--- config.mk ---
export PLATFORM = sky130hd
export DESIGN_NAME = rpbc_top
export DESIGN_NICKNAME = d
export VERILOG_FILES = /design/src/rpbc_pkg.sv /design/src/rpbc_sync.sv /design/src/rpbc_top.sv
export SDC_FILE = /design/constraint.sdc
export NUM_CORES = 1
export LEC_CHECK = 0
export BUFFER_PORTS_ARGS = -buffer_cell sky130_fd_sc_hd__clkbuf_2
export CORE_ASPECT_RATIO = 1.5
export CORE_UTILIZATION = 45
export CTS_CLUSTER_SIZE = 12
export DETAILED_ROUTE_END_ITERATION = 7
export PLACE_DENSITY_LB_ADDON = 0.05
export SYNTH_ARGS = -nofsm -noshare
export SYNTH_HDL_FRONTEND = slang
export SYNTH_SLANG_ARGS = --single-unit
--- constraint.sdc ---
create_clock -name clock -period 2.41 [get_ports clock]
set_clock_uncertainty 0.05 [all_clocks]
set_input_delay 0.1205 -clock clock [delete_from_list [all_inputs] [get_ports clock]]
set_output_delay 0.1205 -clock clock [all_outputs]
set_load 0.01 [all_outputs]
--- src/rpbc_pkg.sv ---
// constants, types and register map for the reset pin and boot capture block
package rpbc_pkg;

	//////////////////////////////////////////////////////////////////////////
	// clock and timing
	localparam int RPBC_CLK_PERIOD_NS  = 8;
	localparam int RPBC_BOOT_HOLD_NS   = 5000;
	// least time, so round up to whole cycles
	localparam int RPBC_BOOT_HOLD_CYC  = (RPBC_BOOT_HOLD_NS + RPBC_CLK_PERIOD_NS - 1) / RPBC_CLK_PERIOD_NS;
	localparam int RPBC_POR_DRIVE_CYC  = 16;
	localparam int RPBC_PH1_CYC        = 8;
	localparam int RPBC_PH2_CYC        = 8;
	localparam int RPBC_CNT_W          = 12;

	//////////////////////////////////////////////////////////////////////////
	// register map (byte addresses)
	localparam logic [11:0] RPBC_OFF_FESS    = 12'h000;
	localparam logic [11:0] RPBC_OFF_STATUS  = 12'h004;
	localparam logic [11:0] RPBC_OFF_CAPT    = 12'h008;
	localparam int          RPBC_FESS_SHORT_BIT  = 0;
	localparam int          RPBC_FESS_EXTCLK_BIT = 1;
	localparam logic [1:0]  RPBC_FESS_RST        = 2'h0;
	localparam int          RPBC_STAT_STATE_LSB  = 0;
	localparam int          RPBC_STAT_MODE_LSB   = 8;
	localparam int          RPBC_STAT_STATIC_BIT = 10;
	localparam int          RPBC_STAT_SECT_LSB   = 16;
	localparam logic [1:0]  RPBC_RESP_OKAY   = 2'h0;
	localparam logic [1:0]  RPBC_RESP_SLVERR = 2'h2;

	//////////////////////////////////////////////////////////////////////////
	// boot selection
	localparam logic [1:0] RPBC_SEL_UART = 2'h0;
	localparam logic [1:0] RPBC_SEL_CAN  = 2'h1;

	typedef enum logic [1:0] {
		RPBC_BOOT_FLASH  = 2'h0,
		RPBC_BOOT_UART   = 2'h1,
		RPBC_BOOT_CAN    = 2'h2,
		RPBC_BOOT_STATIC = 2'h3
	} rpbc_boot_mode_t;

	// reset sequence phases, one-hot
	typedef enum logic [5:0] {
		RPBC_PHASE_A    = 6'h01,
		RPBC_FUNC_ONE   = 6'h02,
		RPBC_FUNC_TWO   = 6'h04,
		RPBC_FUNC_THREE = 6'h08,
		RPBC_BOOT_HOLD  = 6'h10,
		RPBC_RUN        = 6'h20
	} rpbc_state_t;

	// boot strap pins, synchronised or captured
	typedef struct packed {
		logic fab;
		logic sel_high;
		logic sel_low;
	} rpbc_boot_pins_t;

endpackage

--- src/rpbc_sync.sv ---
// two-flop level synchroniser for a group of pins
`timescale 1ns/10ps
module rpbc_sync
	import rpbc_pkg::*;
#(
	parameter int               WIDTH     = 1,
	parameter logic [WIDTH-1:0] RESET_VAL = '0
) (
	input  wire logic             clock,
	input  wire logic             rst_b,
	input  wire logic [WIDTH-1:0] async_in,
	output logic      [WIDTH-1:0] sync_out
);

	logic [WIDTH-1:0] meta_reg;

	// first stage feeds only the second stage
	always_ff @(posedge clock) begin
		if (!rst_b) begin
			meta_reg <= RESET_VAL;
			sync_out <= RESET_VAL;
		end else begin
			meta_reg <= async_in;
			sync_out <= meta_reg;
		end
	end

endmodule // rpbc_sync

--- src/rpbc_top.sv ---
// reset pin sequencer, boot mode capture and pin state control with AXI4-Lite registers
//
// Behaviour
// - drive power-on pin low for the first 16 cycles of phase a
// - leave phase a only once pin reads high
// - external power-on pin low returns to phase a
// - drive functional reset pin from phase a
// - leave phase three only after pin released
// - external reset low re-enters phase one/three
// - reset pins open drain, pull low only
// - decode flash, serial or bus boot
// - boot lowest flash sector with valid signature
// - no valid signature means static mode
// - boot strap pins carry weak pull-downs
// - general pins and test output high impedance
// - external clock disables crystal output drive
// - debug enable low holds debug port reset
// - asserted event input forces debug mode only in run phase with debug enable high
`timescale 1ns/10ps
module rpbc_top
	import rpbc_pkg::*;
#(
	parameter int SECTORS = 4,
	parameter int SECT_W  = 2
) (
	input  wire logic               clock,
	input  wire logic               rst_b,
	// AXI4-Lite slave
	input  wire logic [11:0]        s_axi_awaddr,
	input  wire logic               s_axi_awvalid,
	output logic                    s_axi_awready,
	input  wire logic [31:0]        s_axi_wdata,
	input  wire logic [3:0]         s_axi_wstrb,
	input  wire logic               s_axi_wvalid,
	output logic                    s_axi_wready,
	output logic [1:0]              s_axi_bresp,
	output logic                    s_axi_bvalid,
	input  wire logic               s_axi_bready,
	input  wire logic [11:0]        s_axi_araddr,
	input  wire logic               s_axi_arvalid,
	output logic                    s_axi_arready,
	output logic [31:0]             s_axi_rdata,
	output logic [1:0]              s_axi_rresp,
	output logic                    s_axi_rvalid,
	input  wire logic               s_axi_rready,
	// open-drain reset pins
	input  wire logic               power_on_reset_pin_n_in,
	output logic                    power_on_reset_pin_n_out,
	output logic                    power_on_reset_pin_n_oe,
	input  wire logic               functional_reset_pin_n_in,
	output logic                    functional_reset_pin_n_out,
	output logic                    functional_reset_pin_n_oe,
	output logic                    reset_pin_pull_down_en,
	// boot strap pins and flash signature status
	input  wire logic               force_alternate_boot_pin,
	input  wire logic               boot_selector_bit_high,
	input  wire logic               boot_selector_bit_low,
	output logic                    boot_pin_pull_down_en,
	input  wire logic [SECTORS-1:0] flash_sig_valid,
	output logic [1:0]              boot_mode,
	output logic [SECT_W-1:0]       boot_sector,
	output logic                    static_mode,
	output logic                    core_reset_n,
	// pad control
	output logic                    gpio_drive_allow,
	output logic                    test_data_out_oe,
	output logic                    test_in_pull_up_en,
	output logic                    crystal_output_drive_en,
	// debug port
	input  wire logic               debug_port_enable_pin,
	input  wire logic               debug_event_input_n,
	output logic                    debug_port_reset,
	output logic                    debug_force
);

	//////////////////////////////////////////////////////////////////////////
	// pin synchronisers
	logic [1:0]      rst_pins_sync;
	rpbc_boot_pins_t boot_sync;
	logic            por_s, func_s;

	// reset pins settle low so a stale value never looks like a release
	rpbc_sync #(.WIDTH(2), .RESET_VAL(2'h0)) u_sync_rst (
		.clock    (clock),
		.rst_b    (rst_b),
		.async_in ({power_on_reset_pin_n_in, functional_reset_pin_n_in}),
		.sync_out (rst_pins_sync)
	);
	rpbc_sync #(.WIDTH(3), .RESET_VAL(3'h0)) u_sync_boot (
		.clock    (clock),
		.rst_b    (rst_b),
		.async_in ({force_alternate_boot_pin, boot_selector_bit_high, boot_selector_bit_low}),
		.sync_out (boot_sync)
	);
	assign por_s  = rst_pins_sync[1];
	assign func_s = rst_pins_sync[0];

	//////////////////////////////////////////////////////////////////////////
	// registers and state
	rpbc_state_t           state_reg, state_next;
	logic [RPBC_CNT_W-1:0] cnt_reg, cnt_next;
	logic [1:0]            fess_reg;
	rpbc_boot_pins_t       capt_reg;
	rpbc_boot_mode_t       mode_reg, mode_next;
	logic [SECT_W-1:0]     sect_reg;
	logic                  static_reg;

	logic                  short_sel, ext_clk_sel, por_done, in_run, func_ext_low, any_valid;
	logic [SECTORS:0]      found;
	logic [SECTORS-1:0]    pick;
	logic [SECT_W-1:0]     sect_next;
	logic [SECT_W-1:0]     sect_acc [SECTORS+1];
	logic [1:0]            sel_code;

	assign short_sel    = fess_reg[RPBC_FESS_SHORT_BIT];
	assign ext_clk_sel  = fess_reg[RPBC_FESS_EXTCLK_BIT];
	assign por_done     = (cnt_reg == RPBC_CNT_W'(RPBC_POR_DRIVE_CYC));
	assign in_run       = (state_reg == RPBC_RUN);
	// the device has let go of the pin here, so a low comes from outside
	assign func_ext_low = ((state_reg == RPBC_BOOT_HOLD) || in_run) && !func_s;

	//////////////////////////////////////////////////////////////////////////
	// lowest-numbered sector with a valid signature wins
	assign found[0]    = 1'b0;
	assign sect_acc[0] = '0;
	generate
		for (genvar i = 0; i < SECTORS; i++) begin : g_sect
			assign pick[i]       = flash_sig_valid[i] && !found[i];
			assign found[i+1]    = found[i] || flash_sig_valid[i];
			// at most one pick bit is set, so or-ing the indices gives the winner
			assign sect_acc[i+1] = sect_acc[i] | (pick[i] ? SECT_W'(i) : SECT_W'(0));
		end
	endgenerate
	assign any_valid = found[SECTORS];
	assign sect_next = sect_acc[SECTORS];

	// boot decode from the captured straps; unlisted selector codes have no loader, so stay quiet
	assign sel_code  = {capt_reg.sel_high, capt_reg.sel_low};
	assign mode_next = rpbc_boot_mode_t'(!capt_reg.fab ? (any_valid ? RPBC_BOOT_FLASH : RPBC_BOOT_STATIC)
		: (sel_code == RPBC_SEL_UART) ? RPBC_BOOT_UART : (sel_code == RPBC_SEL_CAN) ? RPBC_BOOT_CAN
		: RPBC_BOOT_STATIC);

	//////////////////////////////////////////////////////////////////////////
	// reset phase sequencer
	always_comb begin
		state_next = state_reg;
		cnt_next   = cnt_reg + RPBC_CNT_W'(1);
		case (state_reg)
			RPBC_PHASE_A: begin
				if (por_done) begin
					cnt_next = cnt_reg;
					if (por_s) begin
						state_next = RPBC_FUNC_ONE;
						cnt_next   = '0;
					end
				end
			end
			RPBC_FUNC_ONE: begin
				if (cnt_reg == RPBC_CNT_W'(RPBC_PH1_CYC - 1)) begin
					state_next = RPBC_FUNC_TWO;
					cnt_next   = '0;
				end
			end
			RPBC_FUNC_TWO: begin
				if (cnt_reg == RPBC_CNT_W'(RPBC_PH2_CYC - 1)) begin
					state_next = RPBC_FUNC_THREE;
					cnt_next   = '0;
				end
			end
			RPBC_FUNC_THREE: begin
				cnt_next = '0;
				if (func_s) begin
					state_next = RPBC_BOOT_HOLD;
				end
			end
			RPBC_BOOT_HOLD: begin
				// straps are still held by the board for this window
				if (cnt_reg == RPBC_CNT_W'(RPBC_BOOT_HOLD_CYC - 1)) begin
					state_next = RPBC_RUN;
					cnt_next   = '0;
				end
			end
			RPBC_RUN: begin
				cnt_next = '0;
			end
			default: begin
				state_next = RPBC_PHASE_A;
				cnt_next   = '0;
			end
		endcase
		// external functional reset, short or long re-entry
		if (func_ext_low) begin
			state_next = short_sel ? RPBC_FUNC_THREE : RPBC_FUNC_ONE;
			cnt_next   = '0;
		end
		// external power-on reset overrides everything
		if ((state_reg != RPBC_PHASE_A) && !por_s) begin
			state_next = RPBC_PHASE_A;
			cnt_next   = '0;
		end
	end

	// sequencer and capture flops
	always_ff @(posedge clock) begin
		if (!rst_b) begin
			state_reg  <= RPBC_PHASE_A;
			cnt_reg    <= '0;
			capt_reg   <= '0;
			mode_reg   <= RPBC_BOOT_FLASH;
			sect_reg   <= '0;
			static_reg <= 1'b0;
		end else begin
			state_reg <= state_next;
			cnt_reg   <= cnt_next;
			if (state_reg != RPBC_RUN && state_next != RPBC_RUN) begin
				capt_reg <= boot_sync;
			end
			if (state_reg == RPBC_BOOT_HOLD && state_next == RPBC_RUN) begin
				mode_reg   <= mode_next;
				sect_reg   <= sect_next;
				static_reg <= (mode_next == RPBC_BOOT_STATIC);
			end
		end
	end

	//////////////////////////////////////////////////////////////////////////
	// pins: open drain, only ever pulled low
	assign power_on_reset_pin_n_out   = 1'b0;
	assign functional_reset_pin_n_out = 1'b0;
	assign power_on_reset_pin_n_oe    = (state_reg == RPBC_PHASE_A) && !por_done;
	// released in phase three so the board's release can be seen
	assign functional_reset_pin_n_oe  = (state_reg == RPBC_PHASE_A) || (state_reg == RPBC_FUNC_ONE)
		|| (state_reg == RPBC_FUNC_TWO);
	assign reset_pin_pull_down_en     = 1'b1;
	assign boot_pin_pull_down_en      = 1'b1;

	// pads stay high impedance until the run phase
	assign gpio_drive_allow        = in_run;
	assign test_data_out_oe        = in_run && debug_port_enable_pin;
	assign test_in_pull_up_en      = 1'b1;
	assign crystal_output_drive_en = in_run && !ext_clk_sel;
	assign debug_port_reset        = !debug_port_enable_pin;
	assign debug_force             = in_run && debug_port_enable_pin && !debug_event_input_n;

	assign boot_mode    = mode_reg;
	assign boot_sector  = sect_reg;
	assign static_mode  = static_reg;
	assign core_reset_n = in_run && !static_reg;

	//////////////////////////////////////////////////////////////////////////
	// AXI4-Lite slave
	logic        aw_got_reg, w_got_reg, wstrb0_reg, wr_go, wr_hit;
	logic        rd_fess, rd_stat, rd_capt;
	logic [11:0] awaddr_reg;
	logic [31:0] wdata_reg, rd_data, stat_word;

	assign s_axi_awready = !aw_got_reg && !s_axi_bvalid;
	assign s_axi_wready  = !w_got_reg && !s_axi_bvalid;
	assign s_axi_arready = !s_axi_rvalid;
	assign wr_go         = aw_got_reg && w_got_reg && !s_axi_bvalid;
	assign wr_hit        = (awaddr_reg[11:2] == RPBC_OFF_FESS[11:2]);
	assign rd_fess       = (s_axi_araddr[11:2] == RPBC_OFF_FESS[11:2]);
	assign rd_stat       = (s_axi_araddr[11:2] == RPBC_OFF_STATUS[11:2]);
	assign rd_capt       = (s_axi_araddr[11:2] == RPBC_OFF_CAPT[11:2]);
	assign stat_word     = (32'(state_reg) << RPBC_STAT_STATE_LSB) | (32'(mode_reg) << RPBC_STAT_MODE_LSB)
		| (32'(static_reg) << RPBC_STAT_STATIC_BIT) | (32'(sect_reg) << RPBC_STAT_SECT_LSB);
	assign rd_data       = rd_fess ? 32'(fess_reg) : rd_stat ? stat_word : rd_capt ? 32'(capt_reg) : 32'h0;

	// write path: address and data in either order, response after both
	always_ff @(posedge clock) begin
		if (!rst_b) begin
			aw_got_reg   <= 1'b0;
			w_got_reg    <= 1'b0;
			awaddr_reg   <= '0;
			wdata_reg    <= '0;
			wstrb0_reg   <= 1'b0;
			fess_reg     <= RPBC_FESS_RST;
			s_axi_bvalid <= 1'b0;
			s_axi_bresp  <= RPBC_RESP_OKAY;
		end else begin
			if (s_axi_awvalid && s_axi_awready) begin
				aw_got_reg <= 1'b1;
				awaddr_reg <= s_axi_awaddr;
			end
			if (s_axi_wvalid && s_axi_wready) begin
				w_got_reg  <= 1'b1;
				wdata_reg  <= s_axi_wdata;
				wstrb0_reg <= s_axi_wstrb[0];
			end
			if (wr_go) begin
				aw_got_reg   <= 1'b0;
				w_got_reg    <= 1'b0;
				s_axi_bvalid <= 1'b1;
				s_axi_bresp  <= wr_hit ? RPBC_RESP_OKAY : RPBC_RESP_SLVERR;
				if (wr_hit && wstrb0_reg) begin
					fess_reg <= wdata_reg[1:0];
				end
			end else if (s_axi_bvalid && s_axi_bready) begin
				s_axi_bvalid <= 1'b0;
			end
		end
	end

	// read path: one cycle to data
	always_ff @(posedge clock) begin
		if (!rst_b) begin
			s_axi_rvalid <= 1'b0;
			s_axi_rdata  <= '0;
			s_axi_rresp  <= RPBC_RESP_OKAY;
		end else if (s_axi_arvalid && s_axi_arready) begin
			s_axi_rvalid <= 1'b1;
			s_axi_rdata  <= rd_data;
			s_axi_rresp  <= (rd_fess || rd_stat || rd_capt) ? RPBC_RESP_OKAY : RPBC_RESP_SLVERR;
		end else if (s_axi_rvalid && s_axi_rready) begin
			s_axi_rvalid <= 1'b0;
		end
	end
endmodule // rpbc_top

* After elaboration in Yosys (flattened, before gate mapping) *
Index checks and enable logic that the tools add are counted.

storage, ports and cells
  bits in registers = 93
  bits in latches = 0
  RAM bits = 0
  memory bits (read-only) = 0
  bits of input ports = 78
  output and inout port bits = 59
  word-level logic and storage cells = 132
  memories = 0

operators by class
  $add $sub $neg = 1
  multipliers = 0
  div/mod/pow operators = 0
  order comparisons = 0
  equal/unequal tests = 18
  shifts and indexed selects = 0
  multiplexer cells = 31
  bitwise operators = 6
  reductions and logical operators = 53

operator list
  kind                                                                number
  12-bit two-way mux                                                  4
  6-bit two-way mux                                                   8
  18-bit two-way mux                                                  2
  12-bit one-hot mux with 3 select lines                              1
  6-bit one-hot mux with 6 select lines                               1
  1-bit logical AND                                                   22
  10-bit zero test                                                    2
  11-bit by 18-bit bitwise OR with 18-bit output                      1
  1-bit zero test                                                     14
  2-bit two-way mux                                                   7
  12-bit by 1-bit adder with 12-bit output (second input constant)    1
  12-bit by 10-bit == test with 1-bit output (second input constant)  1
  12-bit by 3-bit == test with 1-bit output (second input constant)   1
  12-bit by 5-bit == test with 1-bit output (second input constant)   1
  6-bit == test (second input constant)                               2
  6-bit != test (second input constant)                               2
  10-bit by 11-bit bitwise OR with 11-bit output                      1
  10-bit by 1-bit == test with 1-bit output (second input constant)   1
  10-bit by 2-bit == test with 1-bit output (second input constant)   1
  6-bit by 10-bit bitwise OR with 10-bit output                       1
  1-bit logical OR                                                    8
  6-bit by 1-bit == test with 1-bit output (second input constant)    1
  6-bit by 2-bit == test with 1-bit output (second input constant)    1
  6-bit by 3-bit == test with 1-bit output (second input constant)    1
  17 further kinds                                                    24

* Depth between registers and ports, before layout *
  word-level depth = 7
  depth in mapped cells = 7

* Cells and area by module *
A second synthesis with hierarchy kept.

second synthesis, totals
  cell total of the unflattened synthesis = 384
  area, all modules = 3253.1 um2

by module, submodules not included
  module                   instances  cells an instance  area an instance (um2)
  rpbc_top                 1          364                2990.4
  rpbc_sync (u_sync_boot)  1          12                 157.7
  rpbc_sync (u_sync_rst)   1          8                  105.1

* Worst setup path before layout *
OpenSTA, ideal clock, no wires.

  path kind = register -> register
  start point = register cnt_reg[7]
  end point = register state_reg[3]
  setup time = 0.131 ns
  arrival = 2.043 ns
  required time = 2.229 ns
  slack = 0.186 ns
  cell stages (with the launch flop) = 6
  buffers on the path = 0
  clock period less this slack = 2.224 ns
  cell sequence = dfxtp_1 > or4_4 > nor4_1 > a21oi_1 > a2111oi_0 > o32ai_1

on the way
  cells in the longest elaborated chain, start to end = 5

RTL lines
  element                                                                   line             RTL
  start: declaration                                                        rpbc_top.sv:101  logic [RPBC_CNT_W-1:0] cnt_reg, cnt_next;
  start signal: assignment                                                  rpbc_top.sv:214  cnt_reg <= cnt_next;
  12-bit by 10-bit == test with 1-bit output, or another cell as far along  rpbc_top.sv:178  if (cnt_reg == RPBC_CNT_W'(RPBC_BOOT_HOLD_CYC - 1)) begin
  6-bit two-way mux, on equally long branches                               --
  6-bit one-hot mux with 6 select lines (*)                                 rpbc_top.sv:148  case (state_reg)
  6-bit two-way mux (*)                                                     rpbc_top.sv:192  if (func_ext_low) begin
  6-bit two-way mux (*)                                                     rpbc_top.sv:197  if ((state_reg != RPBC_PHASE_A) && !por_s) begin
  end signal: assignment                                                    rpbc_top.sv:213  state_reg <= state_next;
  end: declaration                                                          rpbc_top.sv:100  rpbc_state_t state_reg, state_next;

Every way passes the cells marked *; elsewhere a longest branch is shown, timed or not.
A chain may end at the register's enable or synchronous reset.

* Final worst setup path *
  start point = register cnt_reg[7]
  end point = register capt_reg[1] (netlist bit)

on the way
  cells in the longest elaborated chain, start to end = 7

RTL lines
  element                                                                   line             RTL
  12-bit by 10-bit == test with 1-bit output, or another cell as far along  rpbc_top.sv:178
  6-bit two-way mux, on equally long branches                               --
  6-bit one-hot mux with 6 select lines (*)                                 rpbc_top.sv:148
  6-bit two-way mux (*)                                                     rpbc_top.sv:192
  6-bit two-way mux (*)                                                     rpbc_top.sv:197
  6-bit != test (*)                                                         rpbc_top.sv:215  if (state_reg != RPBC_RUN && state_next != RPBC_RUN) begin
  1-bit logical AND (*)                                                     rpbc_top.sv:215
  end signal: assignment                                                    rpbc_top.sv:216  capt_reg <= boot_sync;
  end: declaration                                                          rpbc_top.sv:103  rpbc_boot_pins_t capt_reg;

Marks and branches as above.

==> impl_metrics.tcl <==
set metrics [dict create \
    hold_violations 0 \
    ys_seq_elements 68 \
    ctsRootBufferMaster "clkbuf_8" \
    syn_inst 380 \
    rows 37 \
    final_cells 559 \
    gp_congestion 0.8350 \
    synth_most_common_cell "dfxtp_1" \
    grt.overflow.total 0 \
    finalPower_mw 2.364 \
    die_h_um 105.3 \
    synth_top_cell_area_share_pct 42.50 \
    endpoint_kind "flop" \
    synth.distinct_cells 49 \
    drc 4 \
    multi_input_area_mm2 0.001588 \
    largest_reg_flops 12 \
    synth-xor-area-share_pct 3.008 \
    synth_top_family_by_area "simple AND/OR/NAND/NOR gates" \
    worstSkewPairLatency_ps 340 \
    num_vias 2830 \
    tns_ps 0 \
    layout-drive-gt1-share_pct 22.04 \
    synth.area.top_cells "dfxtp_1, buf_4, nor2_1" \
    cts.htree.levels 3 \
    die-area_mm2 0.007466 \
    io_buffers 71 \
    yosys.area.top_type "dfxtp_1" \
    relSlewSlack_pct 63.59 \
    synth-compound-area-share_pct 13.13 \
    numCtsBuffers 9 \
    cts_tree "built" \
    antenna_found_initial 0 \
    post_drt_wl_per_cell_um 13.34 \
    crit_chain "or4_4, or4_4, o41ai_4, mux2i_1, nor2_1" \
    seqCellArea_mm2 0.001361 \
    drt_iter0_drc 137 \
    placed_cells 523 \
    totalWireLength_um 7458 \
    async_flop_share_pct 0 \
    vias_per_cell 5.063 \
    rsz0062_at_grt "no" \
    min_period_ps 2269 \
    ys.flop_type "dfxtp_1" \
    grt_max_degree 41 \
    ys_seq_area_share_pct 42.50 \
    synthAdderAreaFrac_pct 0.7813 \
    dp_hpwl_um 5511 \
    avgSynthCellArea_um2 8.429 \
    clock_path_buffers 2 \
    ys_warn_count 0 \
    dpl-instance-area_mm2 0.003570 \
    grt_pass1_vias 2692 \
    first_pass_iters 8 \
    critical_path.most_common_cell "or4_4" \
    die_w_um 70.89 \
    clk_pin_slew_ps 70 \
    reg2reg_slack_ps 140 \
    fmax_ghz 0.4407 \
    grt_pass1_wl_um 12390 \
    grt_usage_pct 21.15 \
    muxShareOfSynthArea_pct 3.750 \
    slowest_stage "or4_4" \
    critPathLaunchType "flop" \
    p_per_area_mw_per_mm2 593.3 \
    cts_sinks 68 \
    hold_path_class "input port to flop" \
    io_pins 137 \
    fin_nets 557 \
    drv_slew 0 \
    final_cell_area_mm2 0.003984 \
    cap_violations 0 \
    critical_path_arrival_ps 2440 \
    ant_nets 0 \
    violations "design-rule violations" \
    leakage_nw 1.714 \
    area_delta_synth_final_pct 24.37 \
    fillers 654 \
    diodes 0 \
    synth-edff-count 0 \
    start_util_pct 46.75 \
    syn-cell-area_mm2 0.003203 \
    synth_simple_gate_area_share_pct 25.59 \
    synth_commonest_cells "dfxtp_1, nor2_1, nand2_1, buf_4, a21oi_1" \
    max_stage_delay_ps 590 \
    vdd_drop_max_mv 0.4086 \
    cp_data_required_time_ps 2580 \
    fin_crit_sh_pct 94.15 \
    status "finished with violations" \
    setup-violations-final 0 \
    coreArea_mm2 0.006852 \
    critPathKind "flop to flop" \
    crit_path_max_fanout 4 \
    worstMarginPinSlew_ps 543.8 \
]
-- cell families after synthesis --
group	after synthesis
AOI/OAI and AO/OA	62
xor gates and xnor gates	11
adders and majority gates	2
buffers and inverters	62
DFF	68
muxes	12
other	2
and+or+nand+nor	161
-- where the power goes --
group / switching (mW) / internal [mW] / total, mW
Sequential: 0.0238 / 1.16 / 1.18
Clock: 0.408 / 0.559 / 0.967
Combinational: 0.119 / 0.0953 / 0.214
-- path summary, 6_finish.rpt --
| path | start | end | depth (start not counted) |
|---|---|---|---|
| max | cnt_reg[7]$_SDFFE_PP0P_ | capt_reg[1]$_SDFFE_PN0P_ | 5 |
| min reg2reg | u_sync_rst.meta_reg[0]$_SDFF_PN0_ | u_sync_rst.sync_out[0]$_SDFF_PN0_ | 1 |
| min | s_axi_araddr[2] | s_axi_rresp[1]$_SDFFE_PN0P_ | 3 |
| max reg2reg | cnt_reg[7]$_SDFFE_PP0P_ | capt_reg[1]$_SDFFE_PN0P_ | 5 |
-- final cells by class --
cell class	count	area share, %
tap	78	2.450
multi-input combinational	276	39.86
inverter	15	1.413
clock buffer	14	4.334
timing repair buffer	107	17.02
clock inverter	1	0.7538
sequential	68	34.17
-- stage by stage --
step	utilization, %	hold WS [ps]	setup WS, ps
final	58.14	46.83	140.9
after global routing	58.14	52.25	9.676
after CTS	58.13	28.95	99.34
after detailed placement	52.10	259.9	101.8
after global placement	52.10	258.3	134.9
after floorplan	-	169.5	185.8
-- critical path, delay by kind of cell (launching register included) --
family / cells / cell delay, ps
simple gates: 3 / 1210
mux: 1 / 230
flops: 1 / 320
compound gates: 1 / 340
-- layer usage --
metal / GRT usage [%] / wire [um]
met4: 8.000 / 126
met1: 22.94 / 2959
met5: 0 / 0
met3: 5.449 / 326
met2: 38.67 / 4046
-- timing repair --
action,CTS,global route
setup endpoints to repair,0,1
setup buffers,0,0
hold buffers,21,0
hold endpoints to repair,20,0
resized for setup,0,1
-- cell usage in the layout (no fill, tap or decap), types with 5 or more instances in the layout --
cell	Yosys	final
clkbuf_2	0	71
dfxtp_1	68	68
nor2_1	52	52
nand2_1	37	37
conb_1	2	28
a21oi_1	22	22
dlygate4sd3_1	0	21
inv_1	15	15
buf_4	32	15
and2_1	12	12
mux2i_1	12	12
clkbuf_8	0	12
a22oi_1	11	11
nand3_1	10	10
nor4_1	9	9
o21ai_0	9	9
nor3_1	7	7
nand2b_1	6	6
xnor2_1	6	6
xor2_1	5	5
(Power assumes the default switching activity.)
